<file path="src/relay_defs.svh">
`ifndef RELAY_DEFS_SVH
`define RELAY_DEFS_SVH

// ---------------------------------------------------------------------------
// Register offsets (byte addresses)
// ---------------------------------------------------------------------------
`define REG_CTRL          8'h00
`define REG_SP_BASE       8'h04
`define REG_SP_STRIDE     8'h0c
`define REG_SP_CFG        8'h00
`define REG_SP_THR        8'h04
`define REG_SP_TIME       8'h08
`define REG_DIV           8'h1c
`define REG_STATUS        8'h20

// ---------------------------------------------------------------------------
// Field positions
// ---------------------------------------------------------------------------
`define CTRL_ZHOLD        0
`define CTRL_TXMODE_LO    1
`define CTRL_IN_TEST      3
`define CTRL_OUT_TEST     4
`define CTRL_OUT_BITS_LO  5
`define CFG_SRC_LO        0
`define CFG_NC            2
`define CFG_NEG           3
`define CFG_STABLE        4
`define CFG_HYST_LO       16
`define TIME_MAXON_LO     0
`define TIME_DELAY_LO     16
`define STAT_INPUTS_LO    0
`define STAT_RELAY_LO     2
`define STAT_ACTIVE_LO    4
`define STAT_STABLE       6

// ---------------------------------------------------------------------------
// Reset values and minimum transmit change in divisions
// ---------------------------------------------------------------------------
`define RST_SRC           2'h1
`define RST_HYST          10'h002
`define RST_TIME          10'h000
`define RST_DIV           16'h0001
`define RST_THR           24'h000000
`define CHANGE_DIVS       16'h0014

// ---------------------------------------------------------------------------
// Timing
// ---------------------------------------------------------------------------
`define CLK_PERIOD_NS     20
`define TICK_NS           100000000
`define TICK_MS           100
`define ZERO_HOLD_MS      5000
`define ZERO_HOLD_TICKS   (`ZERO_HOLD_MS / `TICK_MS)

`endif

</file>
<file path="src/relay_pkg.sv">
package relay_pkg;

  localparam int WEIGHT_W = 24;
  localparam int NUM_SP   = 2;

  typedef enum logic [1:0] {SRC_NET, SRC_GROSS, SRC_PEAK} src_type;
  typedef enum logic [1:0] {TX_NONE, TX_DEMAND, TX_AUTO} tx_mode_type;

  typedef struct packed {
    src_type     src;
    logic        normally_closed;
    logic        negative_polarity;
    logic        stable_qualified_activation;
    logic [9:0]  hysteresis;
    logic [9:0]  max_on;
    logic [9:0]  delay;
  } sp_cfg_type;

  typedef struct packed {
    logic signed [WEIGHT_W-1:0] net;
    logic signed [WEIGHT_W-1:0] gross;
    logic signed [WEIGHT_W-1:0] peak;
  } weight_bus_type;

  typedef struct packed {
    logic        zero_hold;
    tx_mode_type tx_mode;
    logic        in_test;
    logic        out_test;
    logic [1:0]  out_bits;
  } ctrl_type;

endpackage

</file>
<file path="src/setpoint_channel.sv">
`timescale 1ns/1ps
`default_nettype none

module setpoint_channel
  import relay_pkg::*;
(
  input  wire logic                       clk_in,
  input  wire logic                       arst_n_in,
  input  wire logic                       tick_in,
  input  wire logic                       stable_in,
  input  wire logic signed [WEIGHT_W-1:0] weight_in,
  input  wire logic signed [WEIGHT_W-1:0] threshold_in,
  input  wire sp_cfg_type                 cfg_in,
  output logic                            active_out
);

  logic signed [WEIGHT_W+1:0] cmp_w;
  logic signed [WEIGHT_W+1:0] thr_w;
  logic signed [WEIGHT_W+1:0] rel_w;
  logic                       cond_r;
  logic                       cond_nxt;
  logic [9:0]                 dly_r;
  logic [9:0]                 dly_nxt;
  logic [9:0]                 on_r;
  logic [9:0]                 on_nxt;
  logic                       dly_done;
  logic                       expired;

  // ---------------------------------------------------------------------------
  // Compare with hysteresis
  // ---------------------------------------------------------------------------
  always_comb begin
    if (cfg_in.negative_polarity)
      cmp_w = -{{2{weight_in[WEIGHT_W-1]}}, weight_in};
    else
      cmp_w = {{2{weight_in[WEIGHT_W-1]}}, weight_in};
    thr_w = {{2{threshold_in[WEIGHT_W-1]}}, threshold_in};
    rel_w = thr_w - $signed({{(WEIGHT_W-8){1'b0}}, cfg_in.hysteresis});
    cond_nxt = cond_r;
    // Stability gates only the activation; release ignores it
    if (!cond_r && (cmp_w > thr_w) &&
        (stable_in || !cfg_in.stable_qualified_activation))
      cond_nxt = 1'b1;
    else if (cond_r && (cmp_w < rel_w))
      cond_nxt = 1'b0;
  end

  // ---------------------------------------------------------------------------
  // Delay and maximum-on timers
  // ---------------------------------------------------------------------------
  always_comb begin
    dly_done = (cfg_in.delay == 10'h000) || (dly_r >= cfg_in.delay);
    expired  = (cfg_in.max_on != 10'h000) && (on_r >= cfg_in.max_on);
    dly_nxt  = dly_r;
    on_nxt   = on_r;
    if (!cond_nxt) begin
      dly_nxt = 10'h000;
      on_nxt  = 10'h000;
    end else if (tick_in) begin
      if (!dly_done)
        dly_nxt = dly_r + 10'h001;
      else if (!expired && cfg_in.max_on != 10'h000)
        on_nxt = on_r + 10'h001;
    end
    active_out = cond_r && dly_done && !expired;
  end

  always_ff @(posedge clk_in or negedge arst_n_in) begin
    if (!arst_n_in) begin
      cond_r <= 1'b0;
      dly_r  <= 10'h000;
      on_r   <= 10'h000;
    end else begin
      cond_r <= cond_nxt;
      dly_r  <= dly_nxt;
      on_r   <= on_nxt;
    end
  end

endmodule

`default_nettype wire

</file>
<file path="src/setpoint_relay_top.sv">
// Added by the designer: the register addresses and strobed register access.
`timescale 1ns/1ps
`default_nettype none

`include "relay_defs.svh"

// Function
// - With hold option on, zero key or input 1 held 5 s starts zero calibration.
// - Each setpoint compares net, gross or last peak; gross by default.
// - Normally-closed setting inverts the relay level; normally open by default.
// - Polarity selects positive or negative compared weight; positive by default.
// - Stable setting requires stable weight to activate; normal setting does not.
// - Hysteresis 0 to 999, default 2, relative to the threshold.
// - Maximum-on time forces the output off after its tenths of a second.
// - Activation delay: output on only after threshold exceeded for that time.
// - Zero for timer or delay disables that timing function.
// - Setpoint two has identical, independent options and state.
// - Input test reports inputs, input 1 leftmost, and suppresses input functions.
// - Output test drives outputs from set bits; LEDs mirror; setpoints suspended.
// - Demand mode: key or input 2 sends when stable and weight moved 20 divisions.
// - Automatic mode sends when stable above 20 divisions and moved 20 divisions.
module setpoint_relay_top
  import relay_pkg::*;
#(
  parameter int TICK_CYCLES = `TICK_NS / `CLK_PERIOD_NS
)
(
  input  wire logic                  clk_in,
  input  wire logic                  arst_n_in,
  input  wire weight_bus_type        weight_in,
  input  wire logic                  stable_in,
  input  wire logic                  zero_key_in,
  input  wire logic                  tx_key_in,
  input  wire logic [1:0]            logic_in,
  input  wire logic [7:0]            addr_in,
  input  wire logic [31:0]           wdata_in,
  input  wire logic                  wr_in,
  input  wire logic                  rd_in,
  output logic [31:0]                rdata_out,
  output logic [NUM_SP-1:0]          relay_out,
  output logic [NUM_SP-1:0]          led_out,
  output logic                       zero_cal_out,
  output logic                       tx_req_out,
  output logic signed [WEIGHT_W-1:0] tx_weight_out
);

  localparam int TW = $clog2(TICK_CYCLES + 1);

  // ---------------------------------------------------------------------------
  // Declarations
  // ---------------------------------------------------------------------------
  ctrl_type                   ctrl_r;
  ctrl_type                   ctrl_nxt;
  logic [15:0]                div_r;
  logic [15:0]                div_nxt;
  logic [31:0]                rdata_r;
  logic [31:0]                rdata_nxt;
  sp_cfg_type                 cfg_r     [NUM_SP];
  logic signed [WEIGHT_W-1:0] thr_r     [NUM_SP];
  logic [NUM_SP-1:0]          active;
  logic [NUM_SP-1:0]          relay_r;
  logic [NUM_SP-1:0]          relay_nxt;
  logic [NUM_SP-1:0]          led_r;
  logic [NUM_SP-1:0]          led_nxt;
  logic [TW-1:0]              tick_cnt_r;
  logic [TW-1:0]              tick_cnt_nxt;
  logic                       tick_r;
  logic                       tick_nxt;
  logic [3:0]                 meta_r;
  logic [3:0]                 sync_r;
  logic                       zkey;
  logic                       tkey;
  logic                       in1;
  logic                       in2;
  logic                       zero_src;
  logic                       zero_src_r;
  logic                       zero_done_r;
  logic                       zero_done_nxt;
  logic [7:0]                 zero_cnt_r;
  logic [7:0]                 zero_cnt_nxt;
  logic                       zero_cal_r;
  logic                       zero_cal_nxt;
  logic                       tx_src;
  logic                       tx_src_r;
  logic                       tx_req_r;
  logic                       tx_req_nxt;
  logic                       sent_r;
  logic                       sent_nxt;
  logic signed [WEIGHT_W-1:0] last_r;
  logic signed [WEIGHT_W-1:0] last_nxt;
  logic signed [WEIGHT_W+1:0] delta;
  logic signed [WEIGHT_W+1:0] min_chg;
  logic                       change_ok;

  // ---------------------------------------------------------------------------
  // Pin synchronisers
  // ---------------------------------------------------------------------------
  always_ff @(posedge clk_in or negedge arst_n_in) begin
    if (!arst_n_in) begin
      meta_r <= 4'h0;
      sync_r <= 4'h0;
    end else begin
      meta_r <= {tx_key_in, zero_key_in, logic_in};
      sync_r <= meta_r;
    end
  end

  always_comb begin
    in1  = sync_r[0];
    in2  = sync_r[1];
    zkey = sync_r[2];
    tkey = sync_r[3];
  end

  // ---------------------------------------------------------------------------
  // Tenth-second tick
  // ---------------------------------------------------------------------------
  always_comb begin
    tick_nxt     = (tick_cnt_r == TW'(TICK_CYCLES - 1));
    tick_cnt_nxt = tick_nxt ? '0 : tick_cnt_r + TW'(1);
  end

  always_ff @(posedge clk_in or negedge arst_n_in) begin
    if (!arst_n_in) begin
      tick_cnt_r <= '0;
      tick_r     <= 1'b0;
    end else begin
      tick_cnt_r <= tick_cnt_nxt;
      tick_r     <= tick_nxt;
    end
  end

  // ---------------------------------------------------------------------------
  // Common registers and read port
  // ---------------------------------------------------------------------------
  always_comb begin
    ctrl_nxt = ctrl_r;
    div_nxt  = div_r;
    if (wr_in && addr_in == `REG_CTRL) begin
      ctrl_nxt.zero_hold = wdata_in[`CTRL_ZHOLD];
      ctrl_nxt.tx_mode   = tx_mode_type'(wdata_in[`CTRL_TXMODE_LO +: 2]);
      ctrl_nxt.in_test   = wdata_in[`CTRL_IN_TEST];
      ctrl_nxt.out_test  = wdata_in[`CTRL_OUT_TEST];
      ctrl_nxt.out_bits  = wdata_in[`CTRL_OUT_BITS_LO +: 2];
    end
    // A zero division would make every change look sufficient
    if (wr_in && addr_in == `REG_DIV && wdata_in[15:0] != 16'h0000)
      div_nxt = wdata_in[15:0];
  end

  always_comb begin
    rdata_nxt = 32'h0000_0000;
    if (rd_in) begin
      case (addr_in)
        `REG_CTRL: begin
          rdata_nxt[`CTRL_ZHOLD]            = ctrl_r.zero_hold;
          rdata_nxt[`CTRL_TXMODE_LO +: 2]   = ctrl_r.tx_mode;
          rdata_nxt[`CTRL_IN_TEST]          = ctrl_r.in_test;
          rdata_nxt[`CTRL_OUT_TEST]         = ctrl_r.out_test;
          rdata_nxt[`CTRL_OUT_BITS_LO +: 2] = ctrl_r.out_bits;
        end
        `REG_DIV:    rdata_nxt[15:0] = div_r;
        `REG_STATUS: begin
          rdata_nxt[`STAT_INPUTS_LO +: 2] = {in1, in2};
          rdata_nxt[`STAT_RELAY_LO +: 2]  = relay_r;
          rdata_nxt[`STAT_ACTIVE_LO +: 2] = active;
          rdata_nxt[`STAT_STABLE]         = stable_in;
        end
        default: begin
          for (int i = 0; i < NUM_SP; i++) begin
            if (addr_in == 8'(`REG_SP_BASE + i * `REG_SP_STRIDE + `REG_SP_CFG)) begin
              rdata_nxt[`CFG_SRC_LO +: 2]  = cfg_r[i].src;
              rdata_nxt[`CFG_NC]           = cfg_r[i].normally_closed;
              rdata_nxt[`CFG_NEG]          = cfg_r[i].negative_polarity;
              rdata_nxt[`CFG_STABLE]       = cfg_r[i].stable_qualified_activation;
              rdata_nxt[`CFG_HYST_LO +: 10] = cfg_r[i].hysteresis;
            end
            if (addr_in == 8'(`REG_SP_BASE + i * `REG_SP_STRIDE + `REG_SP_THR))
              rdata_nxt = {{(32-WEIGHT_W){thr_r[i][WEIGHT_W-1]}}, thr_r[i]};
            if (addr_in == 8'(`REG_SP_BASE + i * `REG_SP_STRIDE + `REG_SP_TIME)) begin
              rdata_nxt[`TIME_MAXON_LO +: 10] = cfg_r[i].max_on;
              rdata_nxt[`TIME_DELAY_LO +: 10] = cfg_r[i].delay;
            end
          end
        end
      endcase
    end
  end

  always_ff @(posedge clk_in or negedge arst_n_in) begin
    if (!arst_n_in) begin
      ctrl_r  <= '{zero_hold: 1'b0, tx_mode: TX_NONE, in_test: 1'b0, out_test: 1'b0, out_bits: 2'h0};
      div_r   <= `RST_DIV;
      rdata_r <= 32'h0000_0000;
    end else begin
      ctrl_r  <= ctrl_nxt;
      div_r   <= div_nxt;
      rdata_r <= rdata_nxt;
    end
  end

  // ---------------------------------------------------------------------------
  // Setpoint channels
  // ---------------------------------------------------------------------------
  generate
    for (genvar g = 0; g < NUM_SP; g++) begin : g_sp
      sp_cfg_type                 cfg_nxt;
      logic signed [WEIGHT_W-1:0] thr_nxt;
      logic signed [WEIGHT_W-1:0] sel_w;
      logic [9:0]                 hyst_w;
      logic [9:0]                 maxon_w;
      logic [9:0]                 delay_w;

      always_comb begin
        cfg_nxt = cfg_r[g];
        thr_nxt = thr_r[g];
        hyst_w  = wdata_in[`CFG_HYST_LO +: 10];
        maxon_w = wdata_in[`TIME_MAXON_LO +: 10];
        delay_w = wdata_in[`TIME_DELAY_LO +: 10];
        if (wr_in && addr_in == 8'(`REG_SP_BASE + g * `REG_SP_STRIDE + `REG_SP_CFG)) begin
          cfg_nxt.src                         = src_type'(wdata_in[`CFG_SRC_LO +: 2]);
          cfg_nxt.normally_closed             = wdata_in[`CFG_NC];
          cfg_nxt.negative_polarity           = wdata_in[`CFG_NEG];
          cfg_nxt.stable_qualified_activation = wdata_in[`CFG_STABLE];
          cfg_nxt.hysteresis                  = (hyst_w > 10'd999) ? 10'd999 : hyst_w;
        end
        if (wr_in && addr_in == 8'(`REG_SP_BASE + g * `REG_SP_STRIDE + `REG_SP_THR))
          thr_nxt = wdata_in[WEIGHT_W-1:0];
        if (wr_in && addr_in == 8'(`REG_SP_BASE + g * `REG_SP_STRIDE + `REG_SP_TIME)) begin
          cfg_nxt.max_on = (maxon_w > 10'd999) ? 10'd999 : maxon_w;
          cfg_nxt.delay  = (delay_w > 10'd999) ? 10'd999 : delay_w;
        end
        // Peak source is the last acquired peak, whether or not peak is shown
        case (cfg_r[g].src)
          SRC_NET:  sel_w = weight_in.net;
          SRC_PEAK: sel_w = weight_in.peak;
          default:  sel_w = weight_in.gross;
        endcase
      end

      always_ff @(posedge clk_in or negedge arst_n_in) begin
        if (!arst_n_in) begin
          cfg_r[g] <= '{src: src_type'(`RST_SRC), normally_closed: 1'b0, negative_polarity: 1'b0,
                        stable_qualified_activation: 1'b0, hysteresis: `RST_HYST,
                        max_on: `RST_TIME, delay: `RST_TIME};
          thr_r[g] <= `RST_THR;
        end else begin
          cfg_r[g] <= cfg_nxt;
          thr_r[g] <= thr_nxt;
        end
      end

      setpoint_channel u_channel (
        .clk_in       (clk_in),
        .arst_n_in    (arst_n_in),
        .tick_in      (tick_r),
        .stable_in    (stable_in),
        .weight_in    (sel_w),
        .threshold_in (thr_r[g]),
        .cfg_in       (cfg_r[g]),
        .active_out   (active[g])
      );

      always_comb begin
        // Test bits replace the setpoint state; contact sense still applies
        led_nxt[g]   = ctrl_r.out_test ? ctrl_r.out_bits[g] : active[g];
        relay_nxt[g] = led_nxt[g] ^ cfg_r[g].normally_closed;
      end
    end
  endgenerate

  always_ff @(posedge clk_in or negedge arst_n_in) begin
    if (!arst_n_in) begin
      relay_r <= '0;
      led_r   <= '0;
    end else begin
      relay_r <= relay_nxt;
      led_r   <= led_nxt;
    end
  end

  // ---------------------------------------------------------------------------
  // Zero request
  // ---------------------------------------------------------------------------
  always_comb begin
    zero_src      = zkey || (in1 && !ctrl_r.in_test);
    zero_cal_nxt  = 1'b0;
    zero_cnt_nxt  = zero_cnt_r;
    zero_done_nxt = zero_done_r;
    if (!zero_src) begin
      zero_cnt_nxt  = 8'h00;
      zero_done_nxt = 1'b0;
    end else if (!ctrl_r.zero_hold) begin
      zero_cal_nxt = !zero_src_r;
    end else if (!zero_done_r) begin
      // One calibration per press, however long the hold lasts
      if (zero_cnt_r >= 8'(`ZERO_HOLD_TICKS)) begin
        zero_cal_nxt  = 1'b1;
        zero_done_nxt = 1'b1;
      end else if (tick_r) begin
        zero_cnt_nxt = zero_cnt_r + 8'h01;
      end
    end
  end

  // ---------------------------------------------------------------------------
  // Weight transmission request
  // ---------------------------------------------------------------------------
  always_comb begin
    tx_src    = tkey || (in2 && !ctrl_r.in_test);
    min_chg   = $signed((WEIGHT_W+2)'(32'(div_r) * 32'(`CHANGE_DIVS)));
    delta     = {{2{weight_in.gross[WEIGHT_W-1]}}, weight_in.gross} -
                {{2{last_r[WEIGHT_W-1]}}, last_r};
    if (delta < 0)
      delta = -delta;
    change_ok  = !sent_r || (delta >= min_chg);
    tx_req_nxt = 1'b0;
    case (ctrl_r.tx_mode)
      TX_DEMAND: tx_req_nxt = tx_src && !tx_src_r && stable_in && change_ok;
      TX_AUTO:   tx_req_nxt = stable_in && change_ok &&
                              (weight_in.gross > min_chg);
      default:   tx_req_nxt = 1'b0;
    endcase
    sent_nxt = sent_r || tx_req_nxt;
    last_nxt = tx_req_nxt ? weight_in.gross : last_r;
  end

  always_ff @(posedge clk_in or negedge arst_n_in) begin
    if (!arst_n_in) begin
      zero_src_r  <= 1'b0;
      zero_cnt_r  <= 8'h00;
      zero_done_r <= 1'b0;
      zero_cal_r  <= 1'b0;
      tx_src_r    <= 1'b0;
      tx_req_r    <= 1'b0;
      sent_r      <= 1'b0;
      last_r      <= '0;
    end else begin
      zero_src_r  <= zero_src;
      zero_cnt_r  <= zero_cnt_nxt;
      zero_done_r <= zero_done_nxt;
      zero_cal_r  <= zero_cal_nxt;
      tx_src_r    <= tx_src;
      tx_req_r    <= tx_req_nxt;
      sent_r      <= sent_nxt;
      last_r      <= last_nxt;
    end
  end

  // ---------------------------------------------------------------------------
  // Outputs
  // ---------------------------------------------------------------------------
  always_comb begin
    rdata_out     = rdata_r;
    relay_out     = relay_r;
    led_out       = led_r;
    zero_cal_out  = zero_cal_r;
    tx_req_out    = tx_req_r;
    tx_weight_out = last_r;
  end

endmodule

`default_nettype wire

</file>
<file path="config.mk">
export PLATFORM = sky130hd
export DESIGN_NAME = setpoint_relay_top
export DESIGN_NICKNAME = d
export VERILOG_FILES = /design/src/relay_pkg.sv /design/src/setpoint_channel.sv /design/src/setpoint_relay_top.sv
export VERILOG_INCLUDE_DIRS = /design/src /design/src/src
export SDC_FILE = /design/constraint.sdc
export NUM_CORES = 1
export LEC_CHECK = 0
export ABC_AREA = 1
export BUFFER_PORTS_ARGS = -buffer_cell sky130_fd_sc_hd__buf_2
export CAP_MARGIN = 0
export CORE_AREA = 2 2 338 206
export CTS_BUF_LIST = sky130_fd_sc_hd__clkbuf_16
export DETAILED_ROUTE_END_ITERATION = 7
export DIE_AREA = 0 0 340 208
export PLACE_DENSITY = 0.5
export SYNTH_ARGS = -nofsm -noshare
export SYNTH_HDL_FRONTEND = slang
export SYNTH_SLANG_ARGS = --single-unit
</file>
<file path="constraint.sdc">
create_clock -name clk_in -period 6.4 [get_ports clk_in]
set_clock_uncertainty 0.2 [all_clocks]
set_input_delay 0.96 -clock clk_in [delete_from_list [all_inputs] [get_ports clk_in]]
set_output_delay 0.96 -clock clk_in [all_outputs]
set_load 0.1 [all_outputs]
</file>
Yosys cells after proc, flatten, opt, wreduce, memory -nomap -nowiden
Cells that the tools add are included.
Operators by class
  add/sub/neg operators: 12
  multiply operators: 1
  magnitude comparators: 14
  equal/unequal tests: 25
  mux-type cells: 55
  bitwise logic cells: 2
  reductions and logical operators: 63
Operator list (count)
  10-bit 2-to-1 mux: 22
  32-bit 2-to-1 mux: 3
  24-bit case mux with 2 select lines: 2
  26-bit 2-to-1 mux: 3
  26-bit by 24-bit > comparator with 1-bit output: 2
  26-bit less-than comparator: 2
  26-bit negator: 2
  24-bit by 11-bit subtractor with 25-bit output: 2
  10-bit by 1-bit adder with 10-bit output (second input constant): 4
  10-bit greater-or-equal comparator: 4
  8-bit 2-to-1 mux: 5
  8-bit by 5-bit == test with 1-bit output (second input constant): 4
  1-bit logical AND: 30
  26-bit by 22-bit greater-or-equal comparator with 1-bit output: 1
  25-bit negator with 26-bit output: 1
  25-bit by 1-bit less-than comparator with 1-bit output (second input constant): 1
  24-bit by 24-bit subtractor with 25-bit output: 1
  24-bit by 22-bit > comparator with 1-bit output: 1
  2-bit != test (second input constant): 12
  23-bit by 1-bit adder with 23-bit output (second input constant): 1
  23-bit == test (second input constant): 1
  23-bit 2-to-1 mux: 1
  7-bit case mux with 3 select lines: 1
  10-bit > comparator (second input constant): 2
  other kinds (26): 64
Storage, ports and cells
  flip-flop bits (word level): 289
  input port bits: 121
  output and inout port bits: 62
  word-level logic and storage cells: 215

Logic depth before layout (Yosys ltp)
  depth in word-level cells: 10
  depth in mapped cells: 40
  depth with buffers taken out: 37

Modules after synthesis
Synthesis repeated with hierarchy kept, for this count alone.
Second synthesis, totals
  cell total of the unflattened synthesis: 3628
  area total of the unflattened synthesis: 24815.0 sq um
By module, submodules not included
  setpoint_relay_top: instances 1, cells each 2113, area an instance 15424.8 sq um, sequential area each 6062.1 sq um
  setpoint_channel (g_sp[0].u_channel): instances 1, cells each 779, area an instance 4764.6 sq um, sequential area each 525.5 sq um
  setpoint_channel (g_sp[1].u_channel): instances 1, cells each 736, area an instance 4625.7 sq um, sequential area each 525.5 sq um

Worst setup path before layout
Ideal clock, no wire load.
  kind: input -> register
  from: input weight_in[24] in the netlist's numbering
  to: register last_r[15] (netlist: tx_weight_out[15])
  setup time: 0.067 ns
  arrival time: 4.860 ns
  data required time: 6.133 ns
  path slack: 1.273 ns
  cell stages on the path: 39
  cells stage by stage: inv_1 -> ha_1 -> fa_1 -> inv_1 -> nand3_1 -> nand2_2 -> nand2_2 -> nand2_2 -> nand2_1 -> nand2_1 -> nand2_1 -> nand2_1 -> nand2_1 -> nand2_1 -> buf_4 -> clkbuf_1 -> nand2_1 -> nand2_1 -> (+3 left out) -> nand4_1 -> nor2_1 -> nand3_1 -> nand2_1 -> nor2_1 -> nand2_1 -> a21oi_1 -> o21bai_1 -> nand2_1 -> nand2_1 -> nor2_1 -> nand2_1 -> nor2_4 -> nand2_4 -> nand2_8 -> buf_12 -> nand2_1 -> nand2_1
On the way
  word-level cells in the longest chain between the ends: 8
RTL lines
  start: declaration: line setpoint_relay_top.sv:30  | input wire weight_bus_type weight_in,
  24-bit by 24-bit subtractor with 25-bit output: line setpoint_relay_top.sv:312  | delta = {{2{weight_in.gross[WEIGHT_W-1]}}, weight_in.gross} -
  25-bit negator with 26-bit output or 25-bit by 1-bit less-than comparator with 1-bit output (tied branches): line setpoint_relay_top.sv:315, setpoint_relay_top.sv:314
  26-bit 2-to-1 mux: line setpoint_relay_top.sv:314  | if (delta < 0)
  26-bit by 22-bit greater-or-equal comparator with 1-bit output: line setpoint_relay_top.sv:316  | change_ok = !sent_r || (delta >= min_chg);
  1-bit logical OR: line setpoint_relay_top.sv:316
  1-bit logical AND (2 in a row): line setpoint_relay_top.sv:320  | TX_AUTO: tx_req_nxt = stable_in && change_ok &&
  1-bit case mux with 2 select lines (*): line setpoint_relay_top.sv:318  | case (ctrl_r.tx_mode)
  end signal: assignment: line setpoint_relay_top.sv:346  | last_r <= last_nxt;
  end: declaration: line setpoint_relay_top.sv:89  | logic signed [WEIGHT_W-1:0] last_r;
Every way passes the cells marked *; elsewhere a longest branch is shown, timed or not.
A chain may end at the register's enable or synchronous reset.

Worst setup path in the final report
  from: register div_r[0]
  to: register last_r[21] (netlist: tx_weight_out[21])
On the way
  word-level cells in the longest chain between the ends: 6
RTL lines
  start: declaration: line setpoint_relay_top.sv:54  | logic [15:0] div_r;
  start signal: assignment: line setpoint_relay_top.sv:193  | div_r <= `RST_DIV;
  start signal: assignment: line setpoint_relay_top.sv:197  | div_r <= div_nxt;
  16-bit by 3-bit multiplier with 19-bit output (*): line setpoint_relay_top.sv:311  | min_chg = $signed((WEIGHT_W+2)'(32'(div_r) * 32'(`CHANGE_DIVS)));
  26-bit by 22-bit greater-or-equal comparator with 1-bit output: line setpoint_relay_top.sv:316
  1-bit logical OR: line setpoint_relay_top.sv:316
  1-bit logical AND (2 in a row): line setpoint_relay_top.sv:320
  1-bit case mux with 2 select lines (*): line setpoint_relay_top.sv:318
Marks and branches as above.

==> results.yml <==
clock_network:
  postCtsResizedCells: 0
  cts_buffers: 34
  cts_setup_buffers: 0
  clk_pin_slew_worst_paths_ns: 0.06
  insertion_delay_ns: 0.57
  cts_hold_buffers: 0
  clock_path_buffers: 3
  cts_tree: "done"
  htree_levels: 2
  cts_root_buf: "clkbuf_16"
  clkSinkCount: 284
final_layout:
  area_delta_synth_final_pct: 13.1
  final_cells: 4327
  layout_common_cells: "749 x nand2_1, 482 x inv_1, 279 x dfrtp_1"
  ff_latch_area_sq_um: 7110
  multi_input_area_sq_um: 14200
  final_nets: 3777
  utilization_pct: 39.4
  drive_gt1_share_pct: 9.99
  nFillCells: 7172
  design_area_sq_um: 26600
  layout_commonest_cell: "nand2_1"
hold_path:
  min_to: "sync_r[2]"
  hold_depth: 0
  hp-start: "meta_r[2]"
  hold_path.class: "reg2reg"
logic_synthesis:
  synth-async-reset-ratio_pct: 100
  ys_seq_area_share_pct: 30.3
  syn_inst: 3222
  ys_types: 54
  synth_edf_count: 0
  syn-num-nets: 3610
  yosys_warnings: 0
  syn_avg_cell_area_sq_um: 7.29
  syn-cell-area_sq_um: 23500
  ys_seq_elements: 284
  synth_flop_cell: "dfrtp_1"
setup_path:
  cp_max_fo: 15
  cp_slowest_cell: "dfstp_2"
  criticalPathCategory: "reg2reg"
  end_kind: "flop"
  r2r_slack_ns: 0.46
  timing.rr.end: "tx_weight_out[21]"
  critPathLaunchType: "flop"
  reg2reg_from: "div_r[0]"
  timing.critical_path.arrival_ns: 6.24
  critPathMaxStageDelay_ns: 0.62
  worst_ep_required_time_ns: 6.70
  r2r_cells: 26
floorplan:
  die_height_um: 208
  rows: 74
  start_util_pct: 34.8
  dieWidth_um: 340
  ioPinCount: 183
  core_area_sq_um: 67500
  dieArea_sq_um: 70700
place:
  numPlacedInstances: 4265
  hpwl_mm: 70.2
  dpl_cell_area_sq_um: 25400
  place.gp.congestion: 0.967
  io_buffers: 176
  post-place-ws_ns: 0.308
timing:
  fin_crit_sh_pct: 92.7
  hold_violations: 0
  setup_viol: 0
  period_minus_slack_ns: 5.94
  fin_ws_ns: 0.464
  drv_slew: 0
  slew_headroom_pct: 27.6
  rsz0062_at_grt: "no"
  hold_ws_ns: 0.146
  fmax_mhz: 168
  tns_ns: 0
  worstMarginPinSlew_ns: 1.08
detailed_routing:
  final_antenna_net_count: 0
  wl_mm: 86.6
  viasPerCell: 5.11
  vias: 22100
  wl_per_cell_um: 20.0
  drcViolationCount: 0
  drtPass1Iterations: 6
  drt_iter0_drc: 2264
power_and_ir_drop:
  p_per_area_nw_per_um2: 224
  peakVddDrop_mv: 0.160
  p_leak_nw: 13.6
  power.total_mw: 5.95
grt:
  grt_pass1_vias: 20200
  antenna_found_initial: 2
  met1_usage_pct: 39.4
  grt_busiest_layer: "met1"
  overflow: 0
  grt_pass1_wl_mm: 130
  grt_use_total_pct: 24.1
  grtUsageMet3_pct: 6.60
  grt_max_degree: 141
  globalRouteMet2Util_pct: 30.5
flow_run:
  maxCapViolCount: 0
status:
  outcome: "completed"
worst max-delay path: cells and delay by family (launching register included):
family | cells | cell delay, ns
AO/OA/AOI/OAI | 9 | 1.86
XOR/XNOR | 1 | 0.18
adder cells (fa/ha/maj) | 4 | 1.05
buffers and inverters | 3 | 0.46
flip-flops | 1 | 0.62
AND/OR/NAND/NOR | 9 | 1.48
registers in the layout (all words and copies together) (netlist names):
name                   count
cfg_r                     70
ctrl_r                     7
div_r                     16
g_sp.u_channel.cond_r      2
g_sp.u_channel.dly_r      20
g_sp.u_channel.on_r       20
led_out                    2
meta_r                     4
rdata_out                 27
relay_out                  2
sent_r                     1
sync_r                     4
thr_r                     48
tick_cnt_r                23
tick_r                     1
tx_req_out                 1
tx_src_r                   1
tx_weight_out             24
zero_cal_out               1
zero_cnt_r                 8
zero_done_r                1
zero_src_r                 1
report_power, final:
| part | internal, mW | switching (mW) |
|---|---|---|
| clock | 1.16 | 0.884 |
| sequential | 1.87 | 0.101 |
| combinational | 0.638 | 1.29 |
synth_stat cells, drive strengths merged, types with 14 or more instances:
master    n  area (sq um)
nand2   791          3090
inv     486          1820
dfrtp   279          6980
ha      263          3290
o21ai   236          1190
nor2    216           868
a21oi   183           923
nand3   158           811
xor2    115          1010
nand4    68           425
clkbuf   58           218
nor3     47           235
o221ai   47           418
xnor2    40           350
nand3b   30           225
nor4     27           169
a211oi   26           195
o22ai    20           125
buf      19           153
o211ai   14           105
cells by family after synthesis:
group / share of synthesized area [%]
AND/OR/NAND/NOR: 25.0
AO/OA/AOI/OAI: 15.1
buffers and inverters: 9.45
flip-flops: 30.3
adder cells (fa/ha/maj): 14.3
XOR/XNOR: 5.78
area by class of cell:
type	instances	share of cell area, %
inverter	493	6.97
timing repair buffer	208	4.35
sequential	284	26.8
multi-input combinational	2368	53.4
clock inverter	26	0.951
antenna	1	0.00942
clock buffer	35	3.30
tap	912	4.30
per-layer routing:
| layer | routed length (um) | up-vias |
|---|---|---|
| met3 | 8410 | 71 |
| met5 | 127 | - |
| li1 | - | 11100 |
| met2 | 31400 | 788 |
| met4 | 1210 | 4 |
| met1 | 45500 | 10100 |
worst max-delay path by stage:
stage                        end     startpoint  cells after the start
6_report       tx_weight_out[21]       div_r[0]                     26
4_1_cts        tx_weight_out[21]       div_r[0]                     26
2_1_floorplan  tx_weight_out[15]  weight_in[24]                     39
3_3_place_gp    tx_weight_out[2]  weight_in[25]                     36
3_5_place_dp    tx_weight_out[3]  weight_in[25]                     35
5_1_grt        tx_weight_out[21]       div_r[0]                     26
Note: power is estimated with default switching activity, not from simulation.
